$ cat config.mk
export PLATFORM = sky130hd
export DESIGN_NAME = ubst_top
export DESIGN_NICKNAME = d
export VERILOG_FILES = /design/src/logic/ubst_pkg.sv /design/src/logic/ubst_top.sv
export SDC_FILE = /design/constraint.sdc
export NUM_CORES = 1
export LEC_CHECK = 0
export BUFFER_PORTS_ARGS = -buffer_cell sky130_fd_sc_hd__buf_2
export CORE_ASPECT_RATIO = 1.1
export CORE_MARGIN = 10
export CORE_UTILIZATION = 35
export DETAILED_ROUTE_END_ITERATION = 8
export PLACE_DENSITY = 0.48
export SYNTH_ARGS = -nofsm -noshare
export SYNTH_HDL_FRONTEND = slang
export SYNTH_SLANG_ARGS = --single-unit
$ cat constraint.sdc
create_clock -name mclk -period 9.15 [get_ports mclk]
set_input_delay 0.915 -clock mclk [delete_from_list [all_inputs] [get_ports mclk]]
set_output_delay 0.915 -clock mclk [all_outputs]
set_load 0.01 [all_outputs]
$ cat src/logic/ubst_pkg.sv
/*
 Constants for the ultrasonic burst and saturation timer block.
 Assumes a 125 MHz mclk and word-indexed APB registers.
*/
package ubst_pkg;
   // Clock and step times in picoseconds
   localparam int CLK_PS   = 8000;
   localparam int TICK_PS  = 62500;
   localparam int DEG_PS   = 2000000;
   localparam int SAT_PS   = 16000000;
   localparam int TICK_CYC = (TICK_PS + CLK_PS - 1) / CLK_PS;
   localparam int DEG_CYC  = (DEG_PS + CLK_PS - 1) / CLK_PS;
   localparam int SAT_CYC  = (SAT_PS + CLK_PS - 1) / CLK_PS;

   // Register indices; byte address is four times the index
   localparam logic [7:0] IDX_PCF  = 8'hAF;
   localparam logic [7:0] IDX_PCS  = 8'hB1;
   localparam logic [7:0] IDX_DEAD = 8'hB2;
   localparam logic [7:0] IDX_MODE = 8'hB3;
   localparam logic [7:0] IDX_TEMP = 8'hB4;
   localparam logic [7:0] IDX_SATF = 8'hB5;
   localparam logic [7:0] IDX_SATT = 8'hB6;
   localparam logic [7:0] IDX_ON1  = 8'hC0;
   localparam logic [7:0] IDX_OFF1 = 8'hC1;
   localparam logic [7:0] IDX_ON2  = 8'hC2;
   localparam logic [7:0] IDX_OFF2 = 8'hC3;
   localparam logic [7:0] IDX_CTRL = 8'hC4;
   localparam logic [7:0] IDX_STAT = 8'hC5;
   localparam logic [7:0] IDX_MASK = 8'hC6;

   // Control and status bit positions
   localparam int CTRL_START = 0;
   localparam int CTRL_SATEN = 1;
   localparam int CTRL_MAN1  = 2;
   localparam int CTRL_MAN2  = 3;
   localparam int ST_BURST   = 0;
   localparam int ST_SAT     = 1;

   localparam logic [7:0]  RST8  = 8'h00;
   localparam logic [10:0] RST11 = 11'h000;

   // Burst configuration codes
   localparam logic [2:0] MD_PP   = 3'h0;
   localparam logic [2:0] MD_SE1  = 3'h1;
   localparam logic [2:0] MD_SE2  = 3'h2;
   localparam logic [2:0] MD_SE12 = 3'h3;
   localparam logic [2:0] MD_MAN  = 3'h4;

   typedef enum logic [1:0] {PH_IDLE, PH_ON, PH_OFF} ubst_phase_e;
endpackage

$ cat src/logic/ubst_top.sv
/*
 Burst generator for two low-side drivers plus saturation timer,
 with an APB register slave and a masked level interrupt.
 Assumes envelope_below comes from an asynchronous comparator and
 temp_value from logic on mclk.
*/
// Design decision made here: the APB interface to the registers.
`timescale 1ns/1ns
module ubst_top import ubst_pkg::*; (
   input  wire logic        mclk,
   input  wire logic        rst_n,
   input  wire logic        psel,
   input  wire logic        penable,
   input  wire logic        pwrite,
   input  wire logic [11:0] paddr,
   input  wire logic [31:0] pwdata,
   output logic      [31:0] prdata,
   output logic             pready,
   output logic             pslverr,
   input  wire logic [7:0]  temp_value,
   input  wire logic        envelope_below,
   output logic             drive_out_first,
   output logic             drive_out_second,
   output logic             irq
);
   logic [1:0]  env_sync_ff;
   logic        env_below;
   logic [3:0]  tick_cnt_ff;
   logic        tick;
   logic [7:0]  pcf_ff;
   logic [7:0]  pcs_ff;
   logic [7:0]  dead_ff;
   logic [7:0]  mode_ff;
   logic [7:0]  satf_ff;
   logic [7:0]  temp_ff;
   logic [7:0]  sat_time_ff;
   logic [10:0] on_ff [2];
   logic [10:0] off_ff [2];
   logic        sat_en_ff;
   logic        sat_en_d_ff;
   logic [1:0]  man_ff;
   logic [1:0]  stat_ff;
   logic [1:0]  mask_ff;
   logic        start_ff;
   logic [31:0] prdata_ff;
   logic        err_ff;
   logic        wr;
   logic        addr_ok;
   logic [7:0]  idx;
   logic [31:0] rd_val;
   logic        hit;
   logic [1:0]  ch_start;
   logic [1:0]  high;
   logic [1:0]  busy;
   logic [1:0]  first_end;
   logic [5:0]  pulses [2];
   logic        was_busy_ff;
   logic        burst_done;
   logic        nxt_out1;
   logic        nxt_out2;
   logic        out1_ff;
   logic        out2_ff;
   logic        sat_run_ff;
   logic [10:0] sat_pre_ff;
   logic [7:0]  sat_tmr_ff;
   logic [7:0]  deg_pre_ff;
   logic [7:0]  deg_cnt_ff;
   logic        sat_fin;
   logic [1:0]  stat_set;
   logic [6:0]  rise1_ff;
   logic [6:0]  rise2_ff;

   // Comparator is asynchronous; two flops before any use
   always_ff @(posedge mclk or negedge rst_n) begin
      if (!rst_n) begin
         env_sync_ff <= 2'h0;
      end else begin
         env_sync_ff <= {env_sync_ff[0], envelope_below};
      end
   end
   assign env_below = env_sync_ff[1];

   // Oscillator tick, rounded up to whole mclk cycles
   always_ff @(posedge mclk or negedge rst_n) begin
      if (!rst_n) begin
         tick_cnt_ff <= 4'h0;
      end else if (tick) begin
         tick_cnt_ff <= 4'h0;
      end else begin
         tick_cnt_ff <= tick_cnt_ff + 4'h1;
      end
   end
   assign tick = (tick_cnt_ff == 4'(TICK_CYC - 1));

   // APB decode
   assign idx     = paddr[9:2];
   assign addr_ok = (paddr[11:10] == 2'h0) && (paddr[1:0] == 2'h0);
   assign wr      = psel && penable && pwrite && addr_ok;

   always_comb begin
      hit    = addr_ok;
      rd_val = 32'h0000_0000;
      unique case (idx)
         IDX_PCF:  rd_val[7:0] = pcf_ff;
         IDX_PCS:  rd_val[7:0] = pcs_ff;
         IDX_DEAD: rd_val[7:0] = dead_ff;
         IDX_MODE: rd_val[7:0] = mode_ff;
         IDX_TEMP: rd_val[7:0] = temp_ff;
         IDX_SATF: rd_val[7:0] = satf_ff;
         IDX_SATT: rd_val[7:0] = sat_time_ff;
         IDX_ON1:  rd_val[10:0] = on_ff[0];
         IDX_OFF1: rd_val[10:0] = off_ff[0];
         IDX_ON2:  rd_val[10:0] = on_ff[1];
         IDX_OFF2: rd_val[10:0] = off_ff[1];
         IDX_CTRL: rd_val[3:0] = {man_ff, sat_en_ff, 1'b0};
         IDX_STAT: rd_val[1:0] = stat_ff;
         IDX_MASK: rd_val[1:0] = mask_ff;
         default:  hit = 1'b0;
      endcase
   end

   // Answer is sampled in the setup cycle so no wait state is needed
   always_ff @(posedge mclk or negedge rst_n) begin
      if (!rst_n) begin
         prdata_ff <= 32'h0000_0000;
         err_ff    <= 1'b0;
      end else if (psel && !penable) begin
         prdata_ff <= pwrite ? 32'h0000_0000 : rd_val;
         err_ff    <= !hit;
      end
   end
   assign prdata  = prdata_ff;
   assign pslverr = err_ff;
   assign pready  = 1'b1;

   // Software-written registers; temperature and capture are not here
   always_ff @(posedge mclk or negedge rst_n) begin
      if (!rst_n) begin
         pcf_ff    <= RST8;
         pcs_ff    <= RST8;
         dead_ff   <= RST8;
         mode_ff   <= RST8;
         satf_ff   <= RST8;
         on_ff     <= '{RST11, RST11};
         off_ff    <= '{RST11, RST11};
         sat_en_ff <= 1'b0;
         man_ff    <= 2'h0;
         mask_ff   <= 2'h0;
      end else if (wr) begin
         unique case (idx)
            IDX_PCF:  pcf_ff    <= pwdata[7:0];
            IDX_PCS:  pcs_ff    <= pwdata[7:0];
            IDX_DEAD: dead_ff   <= pwdata[7:0];
            IDX_MODE: mode_ff   <= pwdata[7:0];
            IDX_SATF: satf_ff   <= pwdata[7:0];
            IDX_ON1:  on_ff[0]  <= pwdata[10:0];
            IDX_OFF1: off_ff[0] <= pwdata[10:0];
            IDX_ON2:  on_ff[1]  <= pwdata[10:0];
            IDX_OFF2: off_ff[1] <= pwdata[10:0];
            IDX_CTRL: begin
               sat_en_ff <= pwdata[CTRL_SATEN];
               man_ff    <= {pwdata[CTRL_MAN2], pwdata[CTRL_MAN1]};
            end
            IDX_MASK: mask_ff <= pwdata[1:0];
            default: ;
         endcase
      end
   end

   // Temperature tracks the sensor; bus writes never reach it
   always_ff @(posedge mclk or negedge rst_n) begin
      if (!rst_n) begin
         temp_ff <= RST8;
      end else begin
         temp_ff <= temp_value;
      end
   end

   always_ff @(posedge mclk or negedge rst_n) begin
      if (!rst_n) begin
         start_ff <= 1'b0;
      end else begin
         start_ff <= wr && (idx == IDX_CTRL) && pwdata[CTRL_START];
      end
   end

   // Channel starts; push-pull delays the second until the first is off
   assign pulses[0] = pcf_ff[5:0];
   assign pulses[1] = pcs_ff[5:0];
   always_comb begin
      ch_start = 2'h0;
      unique case (mode_ff[2:0])
         MD_PP: begin
            ch_start[0] = start_ff;
            ch_start[1] = first_end[0]
                          || (start_ff && pulses[0] == 6'h00);
         end
         MD_SE1:  ch_start[0] = start_ff;
         MD_SE2:  ch_start[1] = start_ff;
         MD_SE12: ch_start    = {start_ff, start_ff};
         default: ch_start    = 2'h0;
      endcase
   end

   generate
      for (genvar c = 0; c < 2; c++) begin : g_ch
         logic [10:0] cnt_ff;
         logic [5:0]  left_ff;
         ubst_phase_e ph_ff;
         logic        on_end;
         logic        off_end;

         assign on_end  = ({1'b0, cnt_ff} + 12'h001) >= {1'b0, on_ff[c]};
         assign off_end = ({1'b0, cnt_ff} + 12'h001) >= {1'b0, off_ff[c]};

         always_ff @(posedge mclk or negedge rst_n) begin
            if (!rst_n) begin
               ph_ff   <= PH_IDLE;
               cnt_ff  <= RST11;
               left_ff <= 6'h00;
            end else if (ch_start[c]) begin
               cnt_ff  <= RST11;
               left_ff <= pulses[c];
               ph_ff   <= (pulses[c] == 6'h00) ? PH_IDLE : PH_ON;
            end else if (tick) begin
               unique case (ph_ff)
                  PH_IDLE: ;
                  PH_ON: begin
                     if (on_end) begin
                        ph_ff  <= PH_OFF;
                        cnt_ff <= RST11;
                     end else begin
                        cnt_ff <= cnt_ff + 11'h001;
                     end
                  end
                  PH_OFF: begin
                     if (off_end) begin
                        cnt_ff  <= RST11;
                        left_ff <= left_ff - 6'h01;
                        ph_ff   <= (left_ff == 6'h01) ? PH_IDLE : PH_ON;
                     end else begin
                        cnt_ff <= cnt_ff + 11'h001;
                     end
                  end
               endcase
            end
         end

         // High phase shortened by the dead interval at its end
         assign high[c] = (ph_ff == PH_ON)
                          && (({1'b0, cnt_ff} + {4'h0, dead_ff})
                              < {1'b0, on_ff[c]});
         assign busy[c] = (ph_ff != PH_IDLE);
         assign first_end[c] = tick && (ph_ff == PH_ON) && on_end
                               && (left_ff == pulses[c]);
      end
   endgenerate

   // Output selection; the first output wins any conflict
   always_comb begin
      unique case (mode_ff[2:0])
         MD_PP: begin
            nxt_out1 = high[0];
            nxt_out2 = high[1];
         end
         MD_SE1: begin
            nxt_out1 = high[0];
            nxt_out2 = man_ff[1];
         end
         MD_SE2: begin
            nxt_out1 = man_ff[0];
            nxt_out2 = high[1];
         end
         MD_SE12: begin
            nxt_out1 = high[0];
            nxt_out2 = high[1];
         end
         MD_MAN: begin
            nxt_out1 = man_ff[0];
            nxt_out2 = man_ff[1];
         end
         default: begin
            nxt_out1 = 1'b0;
            nxt_out2 = 1'b0;
         end
      endcase
   end

   always_ff @(posedge mclk or negedge rst_n) begin
      if (!rst_n) begin
         out1_ff <= 1'b0;
         out2_ff <= 1'b0;
      end else begin
         out1_ff <= nxt_out1;
         out2_ff <= nxt_out2 && !nxt_out1;
      end
   end
   assign drive_out_first  = out1_ff;
   assign drive_out_second = out2_ff;

   always_ff @(posedge mclk or negedge rst_n) begin
      if (!rst_n) begin
         was_busy_ff <= 1'b0;
      end else begin
         was_busy_ff <= |busy;
      end
   end
   assign burst_done = was_busy_ff && !(|busy);

   // Saturation timer and envelope deglitch
   assign sat_fin = sat_run_ff && env_below
                    && (deg_cnt_ff == satf_ff);

   always_ff @(posedge mclk or negedge rst_n) begin
      if (!rst_n) begin
         sat_en_d_ff <= 1'b0;
         sat_run_ff  <= 1'b0;
         sat_pre_ff  <= RST11;
         sat_tmr_ff  <= RST8;
         deg_pre_ff  <= RST8;
         deg_cnt_ff  <= RST8;
         sat_time_ff <= RST8;
      end else begin
         sat_en_d_ff <= sat_en_ff;
         if (sat_en_ff && !sat_en_d_ff) begin
            sat_run_ff <= 1'b1;
            sat_pre_ff <= RST11;
            sat_tmr_ff <= RST8;
            deg_pre_ff <= RST8;
            deg_cnt_ff <= RST8;
         end else if (!sat_en_ff || sat_fin) begin
            sat_run_ff <= 1'b0;
         end else if (sat_run_ff) begin
            // Timer holds at full scale rather than wrapping
            if (sat_pre_ff == 11'(SAT_CYC - 1)) begin
               sat_pre_ff <= RST11;
               if (sat_tmr_ff != 8'hFF) begin
                  sat_tmr_ff <= sat_tmr_ff + 8'h01;
               end
            end else begin
               sat_pre_ff <= sat_pre_ff + 11'h001;
            end
            // A rise above threshold restarts the deglitch window
            if (!env_below) begin
               deg_pre_ff <= RST8;
               deg_cnt_ff <= RST8;
            end else if (deg_pre_ff == 8'(DEG_CYC - 1)) begin
               deg_pre_ff <= RST8;
               deg_cnt_ff <= deg_cnt_ff + 8'h01;
            end else begin
               deg_pre_ff <= deg_pre_ff + 8'h01;
            end
         end
         if (sat_fin) begin
            sat_time_ff <= sat_tmr_ff;
         end
      end
   end

   // Sticky status, write one to clear; a new event beats the clear
   assign stat_set = {sat_fin, burst_done};
   always_ff @(posedge mclk or negedge rst_n) begin
      if (!rst_n) begin
         stat_ff <= 2'h0;
      end else if (wr && idx == IDX_STAT) begin
         stat_ff <= (stat_ff & ~pwdata[1:0]) | stat_set;
      end else begin
         stat_ff <= stat_ff | stat_set;
      end
   end
   assign irq = |(stat_ff & mask_ff);

   // Rising edges per burst, read only by the checks below
   always_ff @(posedge mclk or negedge rst_n) begin
      if (!rst_n) begin
         rise1_ff <= 7'h00;
         rise2_ff <= 7'h00;
      end else if (start_ff) begin
         rise1_ff <= 7'h00;
         rise2_ff <= 7'h00;
      end else begin
         rise1_ff <= rise1_ff + 7'(nxt_out1 && !out1_ff);
         rise2_ff <= rise2_ff + 7'(nxt_out2 && !nxt_out1 && !out2_ff);
      end
   end
endmodule

## Word level (Yosys, flattened, before mapping)

Index checks and enable logic that the tools add are counted.

- Logic and storage cells: 234
- RAM bits: 0
- Memories: 0
- Output and inout bits: 37
- Bits in read-only memories: 0
- Latch bits: 0
- Bits in registers: 225
- Input port bits: 58

- Mux-type cells: 65
- Div/mod/pow operators: 0
- Bitwise logic cells: 5
- Shift operators: 0
- $lt $le $gt $ge: 6
- Add/subtract/negate cells: 13
- Reductions and logical operators: 74
- Multipliers: 0
- Equal/unequal tests: 36

Operators with widths:

| operator | number |
|---|---|
| $mux W11 | 13 |
| $eq A8 B8 Y1 const B | 15 |
| $mux W8 | 15 |
| $ge A12 B11 Y1 | 4 |
| $mux W6 | 8 |
| $pmux W11 S2 | 2 |
| $pmux W4 S11 | 1 |
| $add A11 B1 Y11 const B | 3 |
| $pmux W2 S14 | 1 |
| $reduce_and A2 Y1 | 14 |
| $add A11 B1 Y12 const B | 2 |
| $add A11 B8 Y12 | 2 |
| $add A8 B1 Y8 const B | 3 |
| $lt A12 B11 Y1 | 2 |
| $pmux W2 S12 | 1 |
| $reduce_bool A2 Y1 | 12 |
| $logic_and A1 B1 Y1 | 19 |
| $mux W2 | 9 |
| $reduce_or A14 Y1 | 1 |
| $eq A6 B1 Y1 const B | 2 |
| $logic_not A6 Y1 | 2 |
| $ne A3 B3 Y1 const B | 4 |
| $pmux W3 S4 | 1 |
| $reduce_and A4 Y1 | 3 |
| 29 further kinds | 60 |

## Longest topological paths before layout

- Word-level depth: 8
- Gate-level depth with buffers: 16
- Depth with buffers taken out: 16

## Least setup slack after synthesis

No wires, ideal clock.

- Path kind: reg-to-reg
- From: register g_ch[1].cnt_ff[0]
- To: register g_ch[1].left_ff[1]
- Path buffers: 0
- Slack: 6.007 ns
- Arrival time: 3.018 ns
- Cell stages (with the launch flop): 12
- Period minus slack after synthesis: 3.143 ns
- Library setup time: 0.125 ns
- Required time: 9.025 ns
- Cells stage by stage: dfrtp_1 ha_1 nand3_1 nor3_1 xnor2_1 ha_1 and3_1 a221o_1 a31oi_1 a31oi_4 mux2i_1 mux2_4

- Cells in the longest elaborated chain, start to end: 4

RTL lines:

| what | RTL line | text |
|---|---|---|
| start, declared | ubst_top.sv:207 | `logic [10:0] cnt_ff;` |
| start signal, assigned | ubst_top.sv:233 | `cnt_ff <= cnt_ff + 11'h001;` |
| start signal, assigned | ubst_top.sv:242 | `cnt_ff <= cnt_ff + 11'h001;` |
| $add A11 B1 Y12 | ubst_top.sv:214 | `assign off_end = ({1'b0, cnt_ff} + 12'h001) >= {1'b0, off_ff[c]};` |
| $ge A12 B11 Y1 | ubst_top.sv:214 |  |
| $reduce_bool A2 Y1 (no line) | - |  |
| $reduce_and A3 Y1 (no line) | - |  |
| end signal, assigned | ubst_top.sv:223 | `left_ff <= pulses[c];` |
| end signal, assigned | ubst_top.sv:239 | `left_ff <= left_ff - 6'h01;` |
| end, declared | ubst_top.sv:208 | `logic [5:0] left_ff;` |

No other way between the ends.
A chain may end at the register's enable or synchronous reset.

## Worst setup path after layout

- From: register g_ch[0].cnt_ff[0]
- To: register g_ch[1].left_ff[1]

- Cells in the longest elaborated chain, start to end: 8
- Elaborated cells between the ends (all ways): 11
- Those cells by class: add/sub: 1; order compare: 1; mux: 2; reduce/logical: 7

RTL lines:

| what | RTL line | text |
|---|---|---|
| start, declared | ubst_top.sv:207 |  |
| start signal, assigned | ubst_top.sv:233 |  |
| start signal, assigned | ubst_top.sv:242 |  |
| $add A11 B1 Y12 * | ubst_top.sv:213 | `assign on_end = ({1'b0, cnt_ff} + 12'h001) >= {1'b0, on_ff[c]};` |
| $ge A12 B11 Y1 * | ubst_top.sv:213 |  |
| $logic_and A1 B1 Y1 * | ubst_top.sv:254 | `assign first_end[c] = tick && (ph_ff == PH_ON) && on_end` |
| $logic_and A1 B1 Y1 * | ubst_top.sv:255 | `&& (left_ff == pulses[c]);` |
| $logic_or A1 B1 Y1 * | ubst_top.sv:196 | `\|\| (start_ff && pulses[0] == 6'h00);` |
| $pmux W1 S2 * | ubst_top.sv:192 | `unique case (mode_ff[2:0])` |
| $reduce_bool A2 Y1 (no line) | - |  |
| $reduce_and A3 Y1 (no line) | - |  |

Every way passes the cells marked *; elsewhere a longest branch is shown, timed or not.

==> results.sh <==
export IMPL_outcome="finished, final reports clean"
export IMPL_reg2reg_slack_ns=4.95
export IMPL_p_switching_uw=483
export IMPL_slew_headroom_pct=22.1
export IMPL_finalCriticalPeriod_ns=4.20
export IMPL_setup_viol=0
export IMPL_multi_input_area_mm2=0.00724
export IMPL_drv_cap=0
export IMPL_vias=9954
export IMPL_grt_pass1_wl_um=61100
export IMPL_end_kind="flop"
export IMPL_clock_power_share_pct=53.1
export IMPL_initial_utilization_pct=35.6
export IMPL_synthCells=1315
export IMPL_crit_start="g_ch[0].cnt_ff[0]$_DFFE_PN0P_"
export IMPL_rows=73
export IMPL_die_x_um=204
export IMPL_power_frac_seq_pct=43.3
export IMPL_r2r_start="g_ch[0].cnt_ff[0]$_DFFE_PN0P_"
export IMPL_worst_r2r_endpoint="g_ch[1].left_ff[1]$_DFFE_PN0P_"
export IMPL_clk_pin_slew_ns=0.06
export IMPL_cts_root_buffer="clkbuf_16"
export IMPL_synth_edf_count=0
export IMPL_drc_errors=0
export IMPL_ys_seq_area_share_pct=39.3
export IMPL_cts_made_buffers=27
export IMPL_p_leak_uw=0.00690
export IMPL_r2r_cells=11
export IMPL_hpwl_um=28900
export IMPL_synth_main_ff_cell="dfrtp_1"
export IMPL_ioPinCount=95
export IMPL_drt_pre_antenna_iters=5
export IMPL_comb_power_share_pct=3.7
export IMPL_clock_path_buffers=3
export IMPL_gp_congestion=0.863
export IMPL_cts_sinks=204
export IMPL_grt_pass1_vias=10100
export IMPL_synthTopCellsByArea="dfrtp_1 (39%), ha_1 (8.9%), mux2_2 (6.8%), nand2_1 (2.9%), o21ai_0 (2.8%)"
export IMPL_ff_latch_area_mm2=0.00510
export IMPL_slew_violations=0
export IMPL_hp_class="in -> async"
export IMPL_wire_per_inst_um=20.9
export IMPL_power_density_mw_per_mm2=145
export IMPL_synth_most_common_cell="dfrtp_1"
export IMPL_finalPower_uw=2100
export IMPL_avgSynthCellArea_um2=9.88
export IMPL_final_setup_skew_ns=0.0130
export IMPL_overflow=0
export IMPL_final_nets=1498
export IMPL_synth_area_mm2=0.0130
export IMPL_drive_gt1_share_pct=15.6
export IMPL_critical_path_slowest_cell="or2_1"
export IMPL_syn2layout_area_growth_pct=11.6
export IMPL_synth_async_reset_ratio_pct=100
export IMPL_swShare_pct=23.0
export IMPL_drtIter0Drc=679
export IMPL_routed_wl_um=38700
export IMPL_fillers=3637
export IMPL_synth_largest_area_cell="dfrtp_1"
export IMPL_place_port_buffers=51
export IMPL_ys_ff_latch=204
export IMPL_core_mm2=0.0364
export IMPL_drt_vias_per_instance=5.37
export IMPL_netlist_area_leader_share_pct=39.3
export IMPL_start_kind="flop"
export IMPL_cp_slowest_stage_delay_ns=0.61
export IMPL_crit_type="reg -> reg"
export IMPL_die_y_um=222
export IMPL_hold_viol_final=0
export IMPL_post_cts_buffers=0
export IMPL_tns_ns=0
export IMPL_worstPathRequired_ns=9.58
export IMPL_crit_chain="ha_1 -> nand3_1 -> nor3_1 -> xor2_1 -> ha_1 -> nand3_1 -> or3_1 -> o31a_1 -> a21oi_2 -> or2_1 -> mux2_4"
export IMPL_whs_ns=0.338
export IMPL_ys_top_cells_by_count="dfrtp_1 (204), nand2_1 (101), ha_1 (92)"
export IMPL_internal_power_uw=1620
export IMPL_synth_cell_types=95
export IMPL_fmax_mhz=238
export IMPL_antenna_found_initial=2
export IMPL_ant_nets=0
export IMPL_rsz0062_at_grt="false"
export IMPL_arrival_ns=4.63
export IMPL_cts_tree="built"
export IMPL_grt_max_degree=79
export IMPL_peakVddDrop_uv=122
export IMPL_grt_total_usage_pct=17.0
export IMPL_clk_latency_ns=0.55
export IMPL_min_period_over_period_pct=45.9
export IMPL_cts_htree_levels=1
export IMPL_die_area_mm2=0.0452
export IMPL_ctsHoldBuffers=0
export IMPL_cp_max_fo=18
export IMPL_worstMarginPinSlew_ns=1.16
export IMPL_synth_yosys_warnings=0
export IMPL_cts_resized=0
flip-flops by register name (all words and copies together) (netlist names), 11 cells and up:
| name | cells |
|---|---|
| g_ch.left_ff | 12 |
| sat_pre_ff | 11 |
| prdata | 11 |
| on_ff | 22 |
| off_ff | 22 |
| g_ch.cnt_ff | 22 |
per-stage QoR:
stage               instances  util [%]  cell area [um^2]  setup slack (ns)
global placement         1804      37.2             13600              4.96
CTS                      1852      39.8             14500              4.92
global route             1852      39.8             14500              4.63
finish                   1854      39.8             14500              4.95
detailed placement       1804      37.2             13600              4.97
floorplan                1335         -             13100              6.01
worst max-delay path: cells and delay by family (launching register included):
| family | cells | cell delay, ns |
|---|---|---|
| adders and majority gates | 2 | 0.64 |
| xor gates and xnor gates | 1 | 0.35 |
| AOI/OAI and AO/OA | 2 | 0.68 |
| DFF | 1 | 0.56 |
| and+or+nand+nor | 5 | 1.48 |
| muxes | 1 | 0.35 |
logic make-up after synthesis:
kind of cell | count (synthesis) | synth area share, %
fa+ha+maj | 94 | 9.17
xor+xnor | 62 | 4.18
buf+inv | 154 | 5.54
flops | 204 | 39.3
other cells | 2 | 0.0578
mux | 116 | 10.3
compound gates | 297 | 15.6
simple gates | 386 | 15.8
worst max-delay path by stage:
stage	endpoint	slack [ns]	cells past startpoint
floorplan	g_ch[1].left_ff[1]$_DFFE_PN0P_	6.01	11
detailed placement	g_ch[1].left_ff[1]$_DFFE_PN0P_	4.97	11
finish	g_ch[1].left_ff[1]$_DFFE_PN0P_	4.95	11
global placement	g_ch[1].left_ff[1]$_DFFE_PN0P_	4.96	11
global route	g_ch[1].left_ff[1]$_DFFE_PN0P_	4.63	11
CTS	g_ch[1].left_ff[1]$_DFFE_PN0P_	4.92	11
placed cells by master (no fill, tap or decap), types with 10 or more instances in the layout:
master     instances
or3_1             13
o31ai_1           12
o21ai_0           73
a211oi_1          10
o21a_1            14
mux2_1            11
buf_2             50
nand4_1           14
nand2b_1          17
nand2_1          101
mux2_2            78
a21o_1            11
a22o_1            11
conb_1            22
o211ai_1          14
nor2b_1           16
nor3_1            25
nand3_1           47
inv_1             78
xnor2_1           26
dfrtp_1          204
clkbuf_16         27
xor2_1            36
nor4_1            15
ha_1              92
mux2i_1           21
and3_1            20
o21ai_1           14
nor2_1            62
a21oi_1           52
power groups by stage:
stage | registers, uW | logic (uW) | clock network, uW
final | 909 | 76.8 | 1110
after global routing | 908 | 85.4 | 1170
after CTS | 909 | 78.5 | 1140
after detailed placement | 925 | 78.4 | 0
after global placement | 925 | 77.8 | 0
after floorplan | 924 | 39.3 | 0
metal layers:
metal,up-vias,GRT usage [%],share of wire (%)
met5,-,0,0.080
li1,4827,-,-
met2,148,28.8,49
met3,50,2.56,3.7
met1,4925,22.2,45
met4,4,4.13,2.3
layout make-up:
class,count,share of cell area [%]
Antenna cell,2,0.0345
Sequential cell,204,35.2
Timing Repair Buffer,57,2.14
Clock inverter,13,1.22
Inverter,79,2.05
Multi-Input combinational cell,977,49.9
Clock buffer,35,5.21
Tap cell,487,4.20
(Power assumes the default switching activity.)
